<file path="src/design/seq_slot_consts.svh">
`ifndef SEQ_SLOT_CONSTS_SVH
`define SEQ_SLOT_CONSTS_SVH
// Printed register indices; byte address is four times the index
`define SLOT_19_IDX       6'h33
`define SLOT_20_IDX       6'h34
`define SLOT_21_IDX       6'h35
`define SLOT_22_IDX       6'h36
// Own control and status registers
`define CTRL_IDX          6'h3c
`define STATUS_IDX        6'h3d
`define FIRST_SLOT_IDX    6'h33
`define SLOT_COUNT        3'h4
// Reset values of the four slots
`define SLOT_19_RESET     16'h6600
`define SLOT_20_RESET     16'h6800
`define SLOT_21_RESET     16'h6a00
`define SLOT_22_RESET     16'h6c00
// Field positions inside a slot word
`define DIR_BIT           15
`define ADDR_HI           14
`define ADDR_LO           9
`define RET_BIT           8
`define CHB_HI            7
`define CHB_LO            4
`define CHA_HI            3
`define CHA_LO            0
// Control register bits
`define CTRL_RUN_BIT      0
`define CTRL_RESTART_BIT  1
`endif

</file>
<file path="src/design/seq_slot_pkg.sv">
package seq_slot_pkg;
  // One stack slot word
  typedef struct packed
  {
    logic       direction;
    logic [5:0] slot_address_field;
    logic       stack_return_select;
    logic [3:0] converter_b_channel_pick;
    logic [3:0] converter_a_channel_pick;
  } slot_word_type;

  // Channel pair handed to the converters
  typedef struct packed
  {
    logic [3:0] chan_b;
    logic [3:0] chan_a;
  } chan_pair_type;

  typedef enum logic [1:0]
  {
    seq_idle,
    seq_wait,
    seq_step
  } seq_state_type;
endpackage

</file>
<file path="src/design/slot_reg.sv">
`timescale 1ns/1ps
`include "seq_slot_consts.svh"
// One stack slot register with its own reset word
module slot_reg #(
  parameter logic [15:0] RESET_WORD = 16'h0000
) (
  input  wire logic                        pclk,
  input  wire logic                        presetn,
  input  wire logic                        wr_en,
  input  wire logic [15:0]                 wr_data,
  output seq_slot_pkg::slot_word_type      slot_q
);
  seq_slot_pkg::slot_word_type slot_r;

  // Reset to the slot's own word, load on a decoded write
  always_ff @(posedge pclk or negedge presetn)
  begin
    if (!presetn)
      slot_r <= RESET_WORD;
    else if (wr_en)
      slot_r <= wr_data;
  end

  assign slot_q = slot_r;
endmodule

</file>
<file path="src/design/slot_sequencer.sv">
`timescale 1ns/1ps
`include "seq_slot_consts.svh"
// Walks the slots one conversion at a time
module slot_sequencer (
  input  wire logic                       pclk,
  input  wire logic                       presetn,
  input  wire logic                       run,
  input  wire logic                       restart,
  input  wire logic                       conv_done,
  input  wire logic [3:0]                 ret_bits,
  output logic [1:0]                      cur_idx,
  output logic                            active
);
  seq_slot_pkg::seq_state_type state_r;
  logic [1:0]                  idx_r;

  // Sequencer state
  always_ff @(posedge pclk or negedge presetn)
  begin
    if (!presetn)
      state_r <= seq_slot_pkg::seq_idle;
    else if (!run)
      state_r <= seq_slot_pkg::seq_idle;
    else
    begin
      unique case (state_r)
        seq_slot_pkg::seq_idle: state_r <= seq_slot_pkg::seq_wait;
        seq_slot_pkg::seq_wait:
          if (conv_done)
            state_r <= seq_slot_pkg::seq_step;
        seq_slot_pkg::seq_step: state_r <= seq_slot_pkg::seq_wait;
        // Unused fourth code falls back to idle
        default: state_r <= seq_slot_pkg::seq_idle;
      endcase
    end
  end

  // Slot pointer
  always_ff @(posedge pclk or negedge presetn)
  begin
    if (!presetn)
      idx_r <= 2'h0;
    else if (!run || restart)
      idx_r <= 2'h0;
    else if (state_r == seq_slot_pkg::seq_wait && conv_done && ret_bits[idx_r])
      idx_r <= 2'h0;
    else if (state_r == seq_slot_pkg::seq_wait && conv_done)
      idx_r <= idx_r + 2'h1;
  end

  assign cur_idx = idx_r;
  assign active  = (state_r != seq_slot_pkg::seq_idle);
endmodule

</file>
<file path="src/design/seq_stack_slots.sv">
`timescale 1ns/1ps
`include "seq_slot_consts.svh"
// Summary of operation
// - Bit 15 selects read or write
// - Address field resets to own address
// - Return bit zero advances to next slot
// - Return bit one wraps to first slot
// - Bits 7-4 pick converter B channel
// - Bits 3-0 pick converter A channel
// - Slots 19-21 reset to 6600, 6800, 6a00
// - Slot 22 at 0x36, resets 6c00
module seq_stack_slots (
  input  wire logic                       pclk,
  input  wire logic                       presetn,
  input  wire logic                       psel,
  input  wire logic                       penable,
  input  wire logic                       pwrite,
  input  wire logic [7:0]                 paddr,
  input  wire logic [31:0]                pwdata,
  input  wire logic [3:0]                 pstrb,
  output logic [31:0]                     prdata,
  output logic                            pready,
  output logic                            pslverr,
  input  wire logic                       conv_done,
  output seq_slot_pkg::chan_pair_type     chan_sel,
  output logic                            seq_active
);
  seq_slot_pkg::slot_word_type slot_q [4];
  seq_slot_pkg::chan_pair_type chan_r;
  logic [31:0]                 prdata_r;
  logic [0:0]                  ctrl_r;
  logic [3:0]                  wr_en;
  logic [3:0]                  ret_bits;
  logic [1:0]                  cur_idx;
  logic                        restart_r;
  logic                        wr_acc;
  logic                        rd_acc;
  logic [5:0]                  widx;

  localparam logic [15:0] RESETS [4] = '{`SLOT_19_RESET, `SLOT_20_RESET,
                                         `SLOT_21_RESET, `SLOT_22_RESET};

  // Word index from byte address; returns slot number or 4 if none
  function automatic logic [2:0] slot_of(input logic [5:0] idx);
    if (idx >= `FIRST_SLOT_IDX && idx < `FIRST_SLOT_IDX + 6'(`SLOT_COUNT))
      slot_of = 3'(idx - `FIRST_SLOT_IDX);
    else
      slot_of = 3'h4;
  endfunction

  // Known address decode
  function automatic logic mapped(input logic [7:0] a);
    mapped = (a[1:0] == 2'h0) &&
             (slot_of(a[7:2]) != 3'h4 || a[7:2] == `CTRL_IDX ||
              a[7:2] == `STATUS_IDX);
  endfunction

  assign widx    = paddr[7:2];
  assign wr_acc  = psel && penable && pwrite && mapped(paddr);
  assign rd_acc  = psel && penable && !pwrite && mapped(paddr);
  // Zero wait state slave
  assign pready  = 1'b1;
  assign pslverr = psel && penable && !mapped(paddr);

  // Slot banks, each with its own reset word
  genvar g;
  generate
    for (g = 0; g < 4; g++)
    begin : g_slot
      assign wr_en[g] = wr_acc && slot_of(widx) == 3'(g) && (&pstrb[1:0]);
      assign ret_bits[g] = slot_q[g].stack_return_select;
      slot_reg #(
        .RESET_WORD (RESETS[g])
      ) u_slot (
        .pclk    (pclk),
        .presetn (presetn),
        .wr_en   (wr_en[g]),
        .wr_data (pwdata[15:0]),
        .slot_q  (slot_q[g])
      );
    end
  endgenerate

  // Control register: run enable and restart pulse
  always_ff @(posedge pclk or negedge presetn)
  begin
    if (!presetn)
      ctrl_r <= 1'h0;
    else if (wr_acc && widx == `CTRL_IDX && pstrb[0])
      ctrl_r <= pwdata[`CTRL_RUN_BIT];
  end

  // Restart strobe, one cycle
  always_ff @(posedge pclk or negedge presetn)
  begin
    if (!presetn)
      restart_r <= 1'b0;
    else
      restart_r <= wr_acc && widx == `CTRL_IDX && pstrb[0] &&
                   pwdata[`CTRL_RESTART_BIT];
  end

  // Read data register
  always_ff @(posedge pclk or negedge presetn)
  begin
    if (!presetn)
      prdata_r <= 32'h0000_0000;
    else if (psel && !penable && !pwrite)
    begin
      if (slot_of(widx) != 3'h4)
        prdata_r <= {16'h0000, slot_q[2'(slot_of(widx))][15:0]};
      else if (widx == `CTRL_IDX)
        prdata_r <= {31'h0, ctrl_r[0]};
      else if (widx == `STATUS_IDX)
        prdata_r <= {29'h0, seq_active, cur_idx};
      else
        prdata_r <= 32'h0000_0000;
    end
  end

  assign prdata = rd_acc ? prdata_r : 32'h0000_0000;

  slot_sequencer u_seq (
    .pclk      (pclk),
    .presetn   (presetn),
    .run       (ctrl_r[0]),
    .restart   (restart_r),
    .conv_done (conv_done),
    .ret_bits  (ret_bits),
    .cur_idx   (cur_idx),
    .active    (seq_active)
  );

  always_ff @(posedge pclk or negedge presetn)
  begin
    if (!presetn)
      chan_r <= 8'h00;
    else
      chan_r <= {slot_q[cur_idx].converter_b_channel_pick,
                 slot_q[cur_idx].converter_a_channel_pick};
  end

  assign chan_sel = chan_r;
endmodule

</file>
<file path="config.mk">
export PLATFORM = sky130hd
export DESIGN_NAME = seq_stack_slots
export DESIGN_NICKNAME = d
export VERILOG_FILES = /design/src/design/seq_slot_pkg.sv /design/src/design/slot_reg.sv /design/src/design/slot_sequencer.sv /design/src/design/seq_stack_slots.sv
export VERILOG_INCLUDE_DIRS = /design/src /design/src/design
export SDC_FILE = /design/constraint.sdc
export NUM_CORES = 1
export LEC_CHECK = 0
export ABC_AREA = 1
export BUFFER_PORTS_ARGS = -buffer_cell sky130_fd_sc_hd__buf_4
export CORE_MARGIN = 5
export CORE_UTILIZATION = 36
export DETAILED_ROUTE_END_ITERATION = 8
export PLACE_DENSITY = 0.54
export SETUP_SLACK_MARGIN = 0.4
export SLEW_MARGIN = 25
export SYNTH_ARGS = -nofsm -noshare
export SYNTH_HDL_FRONTEND = slang
export SYNTH_SLANG_ARGS = --single-unit
</file>
<file path="constraint.sdc">
create_clock -name pclk -period 1.95 [get_ports pclk]
set_input_delay 0.39 -clock pclk [delete_from_list [all_inputs] [get_ports pclk]]
set_output_delay 0.39 -clock pclk [all_outputs]
set_load 0.005 [all_outputs]
</file>
# Word-level counts from Yosys, hierarchy flattened
# Cells that the tools add are included.
totals:
  reg_bits: 110
  latchBits: 0
  mem_bits_rw: 0
  romBits: 0
  in_bits: 50
  out_inout_bits: 43
  word_cells: 105
  n_memories: 0
op_classes:
  addsub: 2
  mul: 0
  div: 0
  order_cmp: 5
  n_eq_ne: 10
  shifts: 0
  mux: 22
  n_bitwise: 2
  n_reduce_logical: 37
ops:
  columns: ["op", "count"]
  rows:
  - ["16-bit binary-select mux with 2-bit select", 2]
  - ["16-bit two-way mux", 3]
  - ["32-bit two-way mux", 1]
  - ["1-bit logical AND", 23]
  - ["8-bit two-way mux", 2]
  - ["2-bit two-way mux", 7]
  - ["6-bit == test (second input constant)", 2]
  - ["3-bit two-way mux", 4]
  - ["3-bit != test (second input constant)", 3]
  - ["3-bit by 2-bit == test with 1-bit output (second input constant)", 2]
  - ["3-bit >= comparator (second input constant)", 2]
  - ["6-bit >= comparator (second input constant)", 1]
  - ["6-bit less-than comparator (second input constant)", 1]
  - ["2-bit NOT with 3-bit output", 2]
  - ["1-bit zero test", 4]
  - ["2-bit zero test", 2]
  - ["2-bit case mux with 2 select lines", 1]
  - ["3-bit by 1-bit == test with 1-bit output (second input constant)", 1]
  - ["3-bit zero test", 1]
  - ["1-bit logical OR", 3]
  - ["2-bit by 3-bit less-than comparator with 1-bit output (second input constant)", 1]
  - ["3-bit nonzero test", 1]
  - ["3-bit by 2-bit subtractor with 3-bit output (second input constant)", 1]
  - ["2-bit by 1-bit adder with 2-bit output (second input constant)", 1]
  - ["7 further kinds", 7]

# Depth between registers and ports, before layout
# Gate-level depths: netlist (run 1).
depth:
  depth_word: 12
  ltp_mapped: 12

# By module
# Synthesis (run 1) repeated with hierarchy kept, for this count alone.
unflattened:
  cells_unflattened: 694
  area_unflattened_um2: 5171.2
by_module_without_submodules:
  columns: ["module", "n_inst", "cells_each", "area_each_um2", "seq_area_each_um2"]
  rows:
  - ["seq_stack_slots", 1, 390, 2349.8, 650.6]
  - ["slot_reg at g_slot[0].u_slot ...", 3, 68, 649.4, 405.4]
  - ["slot_reg at g_slot[1].u_slot", 1, 68, 648.1, 404.1]
  - ["slot_sequencer", 1, 32, 225.2, 100.1]

# Worst setup path before layout (run 1)
# OpenSTA, ideal clock, no wires.
synth_timing:
  kind: "in2out"
  from: "input paddr[2]"
  to: "output prdata[10]"
  arrival_ns: 1.505
  required_ns: 1.560
  path_slack_ns: 0.055
  path_stages: 11
  n_path_buf: 1
  cell_sequence: "ha_1 inv_1 nand2_1 nand2_2 nand2_4 nand3_2 nand2_1 inv_2 nand4_2 buf_2 nor2_1"
synth_via:
  elab_chain_len: 9
  word_cells_on_any_way: 13
  classes_between: "add/sub: 1; order compare: 2; eq/ne: 3; mux: 2; reduce/logical: 5"
synth_rtl:
  columns: ["item", "line", "rtl"]
  rows:
  - ["from (decl)", "seq_stack_slots.sv:18", "input wire logic [7:0] paddr,"]
  - ["6-bit >= comparator (no line) or 6-bit less-than comparator (tied branches)", null, null]
  - ["1-bit logical AND", "seq_stack_slots.sv:45", "if (idx >= `FIRST_SLOT_IDX && idx < `FIRST_SLOT_IDX + 6'(`SLOT_COUNT))"]
  - ["3-bit two-way mux", "seq_stack_slots.sv:45", null]
  - ["3-bit != test", "seq_stack_slots.sv:54", "(slot_of(a[7:2]) != 3'h4 || a[7:2] == `CTRL_IDX ||"]
  - ["1-bit logical OR (no line)", null, null]
  - ["1-bit logical OR (no line) *", null, null]
  - ["1-bit logical AND *", "seq_stack_slots.sv:53", "mapped = (a[1:0] == 2'h0) &&"]
  - ["1-bit logical AND *", "seq_stack_slots.sv:60", "assign rd_acc = psel && penable && !pwrite && mapped(paddr);"]
  - ["32-bit two-way mux *", "seq_stack_slots.sv:121", "assign prdata = rd_acc ? prdata_r : 32'h0000_0000;"]
  - ["to (decl)", "seq_stack_slots.sv:21", "output logic [31:0] prdata,"]
# Every way passes the cells marked *; elsewhere a longest branch is shown, timed or not.

# Worst setup path in the final report (run 1)
layout_timing:
  from: "input paddr[2]"
  to: "output prdata[0]"
# Same word-level chain as after synthesis.

==> results of run 1 <==
==> power by group <==
part           switching (mW)  internal, mW  total [mW]
registers              0.0341          2.00        2.04
logic                   0.370         0.288       0.658
clock network           0.730         0.996        1.73
total                    1.13          3.29        4.42
==> metrics by stage <==
step	total power, mW	TNS (ns)	area, um2	setup slack (ns)	util [%]
after detailed placement	2.58	-0.892	5890	-0.0717	44.1
after CTS	4.37	-0.0463	6640	-0.0126	49.7
after global placement	2.57	-0.645	5890	-0.0585	44.1
final	4.42	-0.0726	7370	-0.0225	55.2
after floorplan	2.34	0	5160	0.133	-
after global routing	4.61	-1.40	7370	-0.111	55.2
==> worst max-delay path, delay by kind of cell <==
family / cells / cell delay, ns
fa+ha+maj: 1 / 0.15
buf+inv: 5 / 0.52
simple gates: 7 / 0.52
==> final timing paths <==
check                      slack (ns)                     endpoint             start
max                             -0.02                    prdata[0]          paddr[2]
min                              0.24             u_seq.state_r[0]         conv_done
max reg2reg                      0.54                  chan_sel[2]  u_seq.cur_idx[1]
min reg2reg                      0.47                  prdata_r[5]       prdata_r[5]
max in group asynchronous        0.83   g_slot[2].u_slot.slot_q[9]           presetn
min in group asynchronous        0.52  g_slot[1].u_slot.slot_q[12]           presetn
==> cells in the final DEF, fill, tap and decap left out, types with 4 or more instances in the layout <==
master and count:
o21ai_2 33, inv_1 55, nand3_1 5, nand2_1 169
buf_4 72, nor2_4 16, nand2_4 29, nand2_2 50
nor2_1 16, o21ai_1 51, conb_1 17, buf_6 33
o21ai_0 25, dfrtp_1 79, nand3_4 6, buf_12 14
clkbuf_16 15, dfstp_2 15, a21oi_1 24, buf_8 4
inv_2 6
==> final cells by class <==
| cell class | instances | area (um2) |
|---|---|---|
| sequential | 94 | 2370 |
| timing repair buffer | 132 | 1470 |
| tap | 176 | 220 |
| clock inverter | 4 | 48.8 |
| multi-input combinational | 465 | 2770 |
| clock buffer | 12 | 236 |
| fill | 1244 | 5980 |
| inverter | 65 | 255 |
==> layer usage <==
layer / share of wire, % / global-route usage (%) / wire length (um) / up-vias
met2: 51 / 30.4 / 7840 / 148
met4: 1.4 / 6.06 / 218 / 0
met1: 42 / 22.5 / 6380 / 2232
met5: 0 / 0 / 0 / -
met3: 5.5 / 2.96 / 841 / 20
li1: - / - / - / 2260
==> kinds of logic after synthesis <==
logic type / after synthesis / share of synthesized area, %
compound gates: 138 / 14.1
fa+ha+maj: 3 / 0.760
buf+inv: 112 / 10.7
flops: 94 / 48.0
other cells: 2 / 0.152
simple gates: 306 / 26.3
==> timing repair <==
action / in CTS / in global routing
hold endpoints to repair: 18 / 0
pin swaps: 18 / 24
gates cloned: 4 / 11
resized for setup: 84 / 155
setup endpoints to repair: 72 / 103
buffers inserted: 14 / 8
hold buffers: 1 / 0
==> sequential cells by signal (all words and copies together) (netlist names) <==
register	cells
prdata_r	16
chan_sel	8
u_seq.cur_idx	2
u_seq.state_r	2
restart_r	1
g_slot.u_slot.slot_q	64
ctrl_r	1
==> summary.md, run 1 <==
| Metric | Value |
|---|---|
| Run status | `finished, violations left` |
| Failing checks | `setup timing` |
| Worst path cell trace | `buf_8, ha_4, inv_2, nand2_2, nand2_2, nand2_4, nand3_4, nand2_2, inv_2, nand4_4, buf_12, nor2_1, buf_4` |
| Wire per inst | `16.1 um` |
| Root buffer cell | `clkbuf_16` |
| H-tree depth | `3` |
| Synthesized flop and latch total | `94` |
| Placed cells | `894` |
| Vias in the first global route | `4453` |
| Max Slew Vio Count | `0` |
| CP max stage delay | `0.19 ns` |
| GPL Wtd Cong | `0.801` |
| Port buffer count | `57` |
| Post-route ant nets | `0` |
| CP Capture Type | `output port` |
| Final min period | `1.97 ns` |
| Sequential fraction of the synthesis area | `48.0%` |
| # IOs | `93` |
| Via count | `4660` |
| Hold Path Depth | `2` |
| Final setup violation count | `9` |
| Area contributors post-synth | `dfrtp_1, nand2_1, dfstp_2` |
| Avg Inst Size Synth | `7.55 um2` |
| Residual DRC | `0` |
| Clock Skews | `0.00889 ns` |
| Dominant synthesized flop cell | `dfrtp_1` |
| Iter 0 DRT Violations | `212` |
| Max_cap viols | `0` |
| WS Path Type | `in -> out` |
| Crit-path max FO | `14` |
| Final hold slack | `0.237 ns` |
| Via density | `4.92` |
| Die width | `127 um` |
| Clock Sinks | `94` |
| VDD IR max | `363 uV` |
| Initial antenna violation count | `0` |
| CTS buffer count | `9` |
| Final Net Count | `820` |
| Ys Warns | `0` |
| Row count | `42` |
| Die area | `0.0162 mm2` |
| First-pass GRT wire length | `22600 um` |
| Diode count | `0` |
| Die height | `127 um` |
| CTS clk-pin slew, worst paths | `0.06 ns` |
| Largest net degree at the start of global routing | `42` |
| Synth top cells by count | `nand2_1, dfrtp_1, inv_1` |
| DR pass1 iterations | `5` |
| Hold Fails Final Rpt | `0` |
| Post-Synthesis Cells | `655` |
| Top-area cell type share of the netlist area | `40.0%` |
| Layout cell share with drive strength beyond 1 | `41.1%` |
| Overall routed net length | `15300 um` |
| Non-Filler Instances | `948` |
| Power Dens Cells | `600 mW/mm2` |
| FF-to-FF path depth | `5` |
| CP arrival | `1.58 ns` |
| Post-synth EDFFs | `0` |
| RSZ-0062 raised after global routing | `true` |
| Total Routing Usage GR | `17.7%` |
| Largest buffer count on any clock path | `2` |
| Total gr overflow | `0` |
| CP max stage cell | `buf_12` |
| HPWL Detailed | `9310 um` |
| Area leader, netlist | `dfrtp_1` |
| Period utilization | `101%` |
| Count leader, synth | `nand2_1` |
| FFs w/ async S/R, synth | `100%` |
| Static Leak | `3.67 nW` |
| Starting Density | `37.0%` |
| Hold crit path type | `in -> reg` |
| Core area | `0.0133 mm2` |
| Area Growth Syn to Fin | `49.0%` |
| Crit path top cell by count | `nand2_2` |
| TritonCTS clock tree | `done` |
| Post-Syn Area | `0.00494 mm2` |
| Critical Path RT | `1.56 ns` |
| Max Freq | `507 MHz` |
| Netlist cell types | `32` |
| Final worst setup slack | `-0.0225 ns` |
| Worst-Skew Late Latency | `0.35 ns` |
| CP startpoint kind | `input pin` |
Power figures use the tool's default switching activity.
==> run 2, diff against run 1 <==
==> constraint.sdc (replaced) <==
create_clock -name pclk -period 2.4 [get_ports pclk]
set_input_delay 0.48 -clock pclk [delete_from_list [all_inputs] [get_ports pclk]]
set_output_delay 0.48 -clock pclk [all_outputs]
set_load 0.005 [all_outputs]
==> run 2 against run 1 <==
Against the previous run: the flow now finishes without violations; final area fell by 11%; hold slack got worse by 0.20 ns; clock-buffer cell count fell by 3; first-iteration DRC count rose by 61%; sequential share of layout area rose by 4.0 points; flip-flop and latch count did not move; clock skew barely moved; clock power fell by 10%; combinational power fell by 34%; critical path type unchanged.
==> summary.md, run 2 (same netlist as run 1, synthesis figures left out) <==
| Metric | Value |
|---|---|
| Area after DPL | `0.00559 mm2 (was 0.00589 mm2)` |
| Final setup violation count | `0 (was 9)` |
| Die area | `0.0162 mm2 (unchanged)` |
| Period utilization | `89.6%` |
| Post-Layout Inst Area | `0.00655 mm2 (was 0.00737 mm2)` |
| Worst-margin pin slew | `0.577 ns` |
| CP Capture Type | `output port (unchanged)` |
| Max_cap viols | `0 (unchanged)` |
| # hold bufs at CTS | `0 (was 1)` |
| Worst R2R Start | `u_seq.cur_idx[1] (unchanged)` |
| Wire per inst | `15.0 um (was 16.1 um)` |
| Final min period | `2.15 ns` |
| Root buffer cell | `clkbuf_16 (unchanged)` |
| TritonCTS clock tree | `done (unchanged)` |
| Post-route ant nets | `0 (unchanged)` |
| Reg-to-reg slack, setup | `0.95 ns (was 0.54 ns)` |
| Diode count | `0 (unchanged)` |
| Seq. cell area | `0.00237 mm2 (unchanged)` |
| WS Path Type | `in -> out (unchanged)` |
| VDD IR max | `397 uV (was 363 uV)` |
| DR pass1 iterations | `5 (unchanged)` |
| Iter 0 DRT Violations | `341 (was 212)` |
| Power Total | `3.64 mW (was 4.42 mW)` |
| Largest buffer count on any clock path | `2 (unchanged)` |
| Non-Filler Instances | `922 (was 948)` |
| Final worst setup slack | `0.250 ns (was -0.0225 ns)` |
| FF-to-FF path depth | `4 (was 5)` |
| Setup TNS | `0 ns (was -0.0726 ns)` |
| Starting Density | `37.0% (unchanged)` |
| Layout cell share with drive strength beyond 1 | `27.7% (was 41.1%)` |
| Total Routing Usage GR | `16.7% (was 17.7%)` |
| Max Slew Vio Count | `0 (unchanged)` |
| Via count | `4388 (was 4660)` |
| Die height | `127 um (unchanged)` |
| Residual DRC | `0 (unchanged)` |
| CTS buffer count | `9 (unchanged)` |
| Via density | `4.76 (was 4.92)` |
| Hold Fails Final Rpt | `0 (unchanged)` |
| CTS clk-pin slew, worst paths | `0.07 ns (was 0.06 ns)` |
| Rel. slew slack | `61.5%` |
| Core area | `0.0133 mm2 (unchanged)` |
| Reg-to-Reg End | `chan_sel[3] (was chan_sel[2])` |
| Power Dens Cells | `556 mW/mm2 (was 600 mW/mm2)` |
| Vias in the first global route | `4329 (was 4453)` |
| Multi-input gate area | `0.00233 mm2 (was 0.00277 mm2)` |
| H-tree depth | `3 (unchanged)` |
| Most common cell after layout, fill and taps aside | `nand2_1 (unchanged)` |
| First-pass GRT wire length | `21800 um (was 22600 um)` |
| Worst-Skew Late Latency | `0.35 ns (about the same)` |
| Largest net degree at the start of global routing | `63 (was 42)` |
| Largest register FFs | `64 (unchanged)` |
| Overall routed net length | `13800 um (was 15300 um)` |
| GPL Wtd Cong | `0.797 (was 0.801)` |
| Hold crit path type | `in -> async (was in -> reg)` |
| Area Growth Syn to Fin | `32.5% (was 49.0%)` |
| HPWL Detailed | `8770 um (was 9310 um)` |
| Most frequent cells in the layout | `nand2_1, dfrtp_1, buf_4 (unchanged)` |
| Max Freq | `465 MHz` |
| # IOs | `93 (unchanged)` |
| Clock Sinks | `94 (unchanged)` |
| Critical Path RT | `1.92 ns (was 1.56 ns)` |
| Placed cells | `882 (was 894)` |
| Total gr overflow | `0 (unchanged)` |
| RSZ-0062 raised after global routing | `true (unchanged)` |
| # fillers | `1298 (was 1244)` |
| CP arrival | `1.67 ns (was 1.58 ns)` |
| Port buffer count | `57 (unchanged)` |
| Final Net Count | `794 (was 820)` |
| Run status | `complete, no violations (was finished, violations left)` |
| Initial antenna violation count | `0 (unchanged)` |
| Row count | `42 (unchanged)` |
| CP startpoint kind | `input pin (unchanged)` |
| Static Leak | `3.33 nW (was 3.67 nW)` |
| Crit-path max FO | `8 (was 14)` |
| Setup WS pre-CTS | `0.0460 ns (was -0.0717 ns)` |
| Die width | `127 um (unchanged)` |
| Clock Skews | `0.00939 ns (was 0.00889 ns)` |
[run 2: cell types whose count changed in the layout (fill, tap and decap cells not counted), moves of 12 or more]
cell,delta
nand2_2,-41
nand2_1,+68
nand2_4,-27
o21ai_0,+22
nor2_4,-12
o21ai_2,-13
buf_6,-18
[run 2: layer usage]
layer  part of all wire [%]  GRT usage [%]  routed length [um]
met1                     46           23.0                6400
met2                     46           26.9                6330
met3                    5.8           2.42                 803
met4                    2.0           6.18                 270
met5                      0              0                   0
[run 2: worst max-delay path by stage]
stage / cells after the start / to / startpoint / slack [ns]
after detailed placement: 12 / prdata[14] / paddr[2] / 0.05
after global placement: 12 / prdata[8] / paddr[2] / 0.08
after floorplan: 11 / prdata[10] / paddr[2] / 0.39
final: 12 / prdata[9] / paddr[2] / 0.25
after CTS: 12 / prdata[12] / paddr[2] / 0.23
after global routing: 12 / prdata[14] / paddr[2] / 0.16
[run 2: timing repair]
| action | 4_1_cts | 5_1_grt |
|---|---|---|
| resized for setup | 16 | 84 |
| pin swaps | 7 | 11 |
| buffers inserted | 7 | 11 |
| setup endpoints to repair | 17 | 82 |
| gates cloned | 1 | 5 |
[run 2: through the flow]
stage	hold slack [ns]	util, %
4_1_cts	0.0391	45.3
3_5_place_dp	0.415	41.9
6_report	0.0355	49.0
2_1_floorplan	0.184	-
3_3_place_gp	0.407	41.9
5_1_grt	0.0572	49.0
[run 2: worst max-delay path, cell delays in order]
cell and delay (ns):
buf_8 0.11, ha_4 0.15, inv_2 0.04, nand2_2 0.05, nand2_2 0.08, nand2_4 0.06
nand3_4 0.07, nand2_4 0.06, inv_6 0.09, nand4_4 0.18, nor2_1 0.16, buf_4 0.13
[run 2: power by group]
group          internal [mW]  leakage (nW)  switching (mW)  total [mW]
registers               1.63          1.12          0.0253        1.65
clock network          0.917         0.160           0.637        1.55
logic                  0.171          2.05           0.260       0.431
total                   2.71          3.33           0.923        3.64
[run 2: area by class of cell]
type	count	share of cell area [%]
Sequential cell	94	36.2
Multi-Input combinational cell	465	35.6
Timing Repair Buffer	106	16.1
Inverter	65	3.80
Clock buffer	9	3.44
Tap cell	176	3.36
Clock inverter	7	1.47
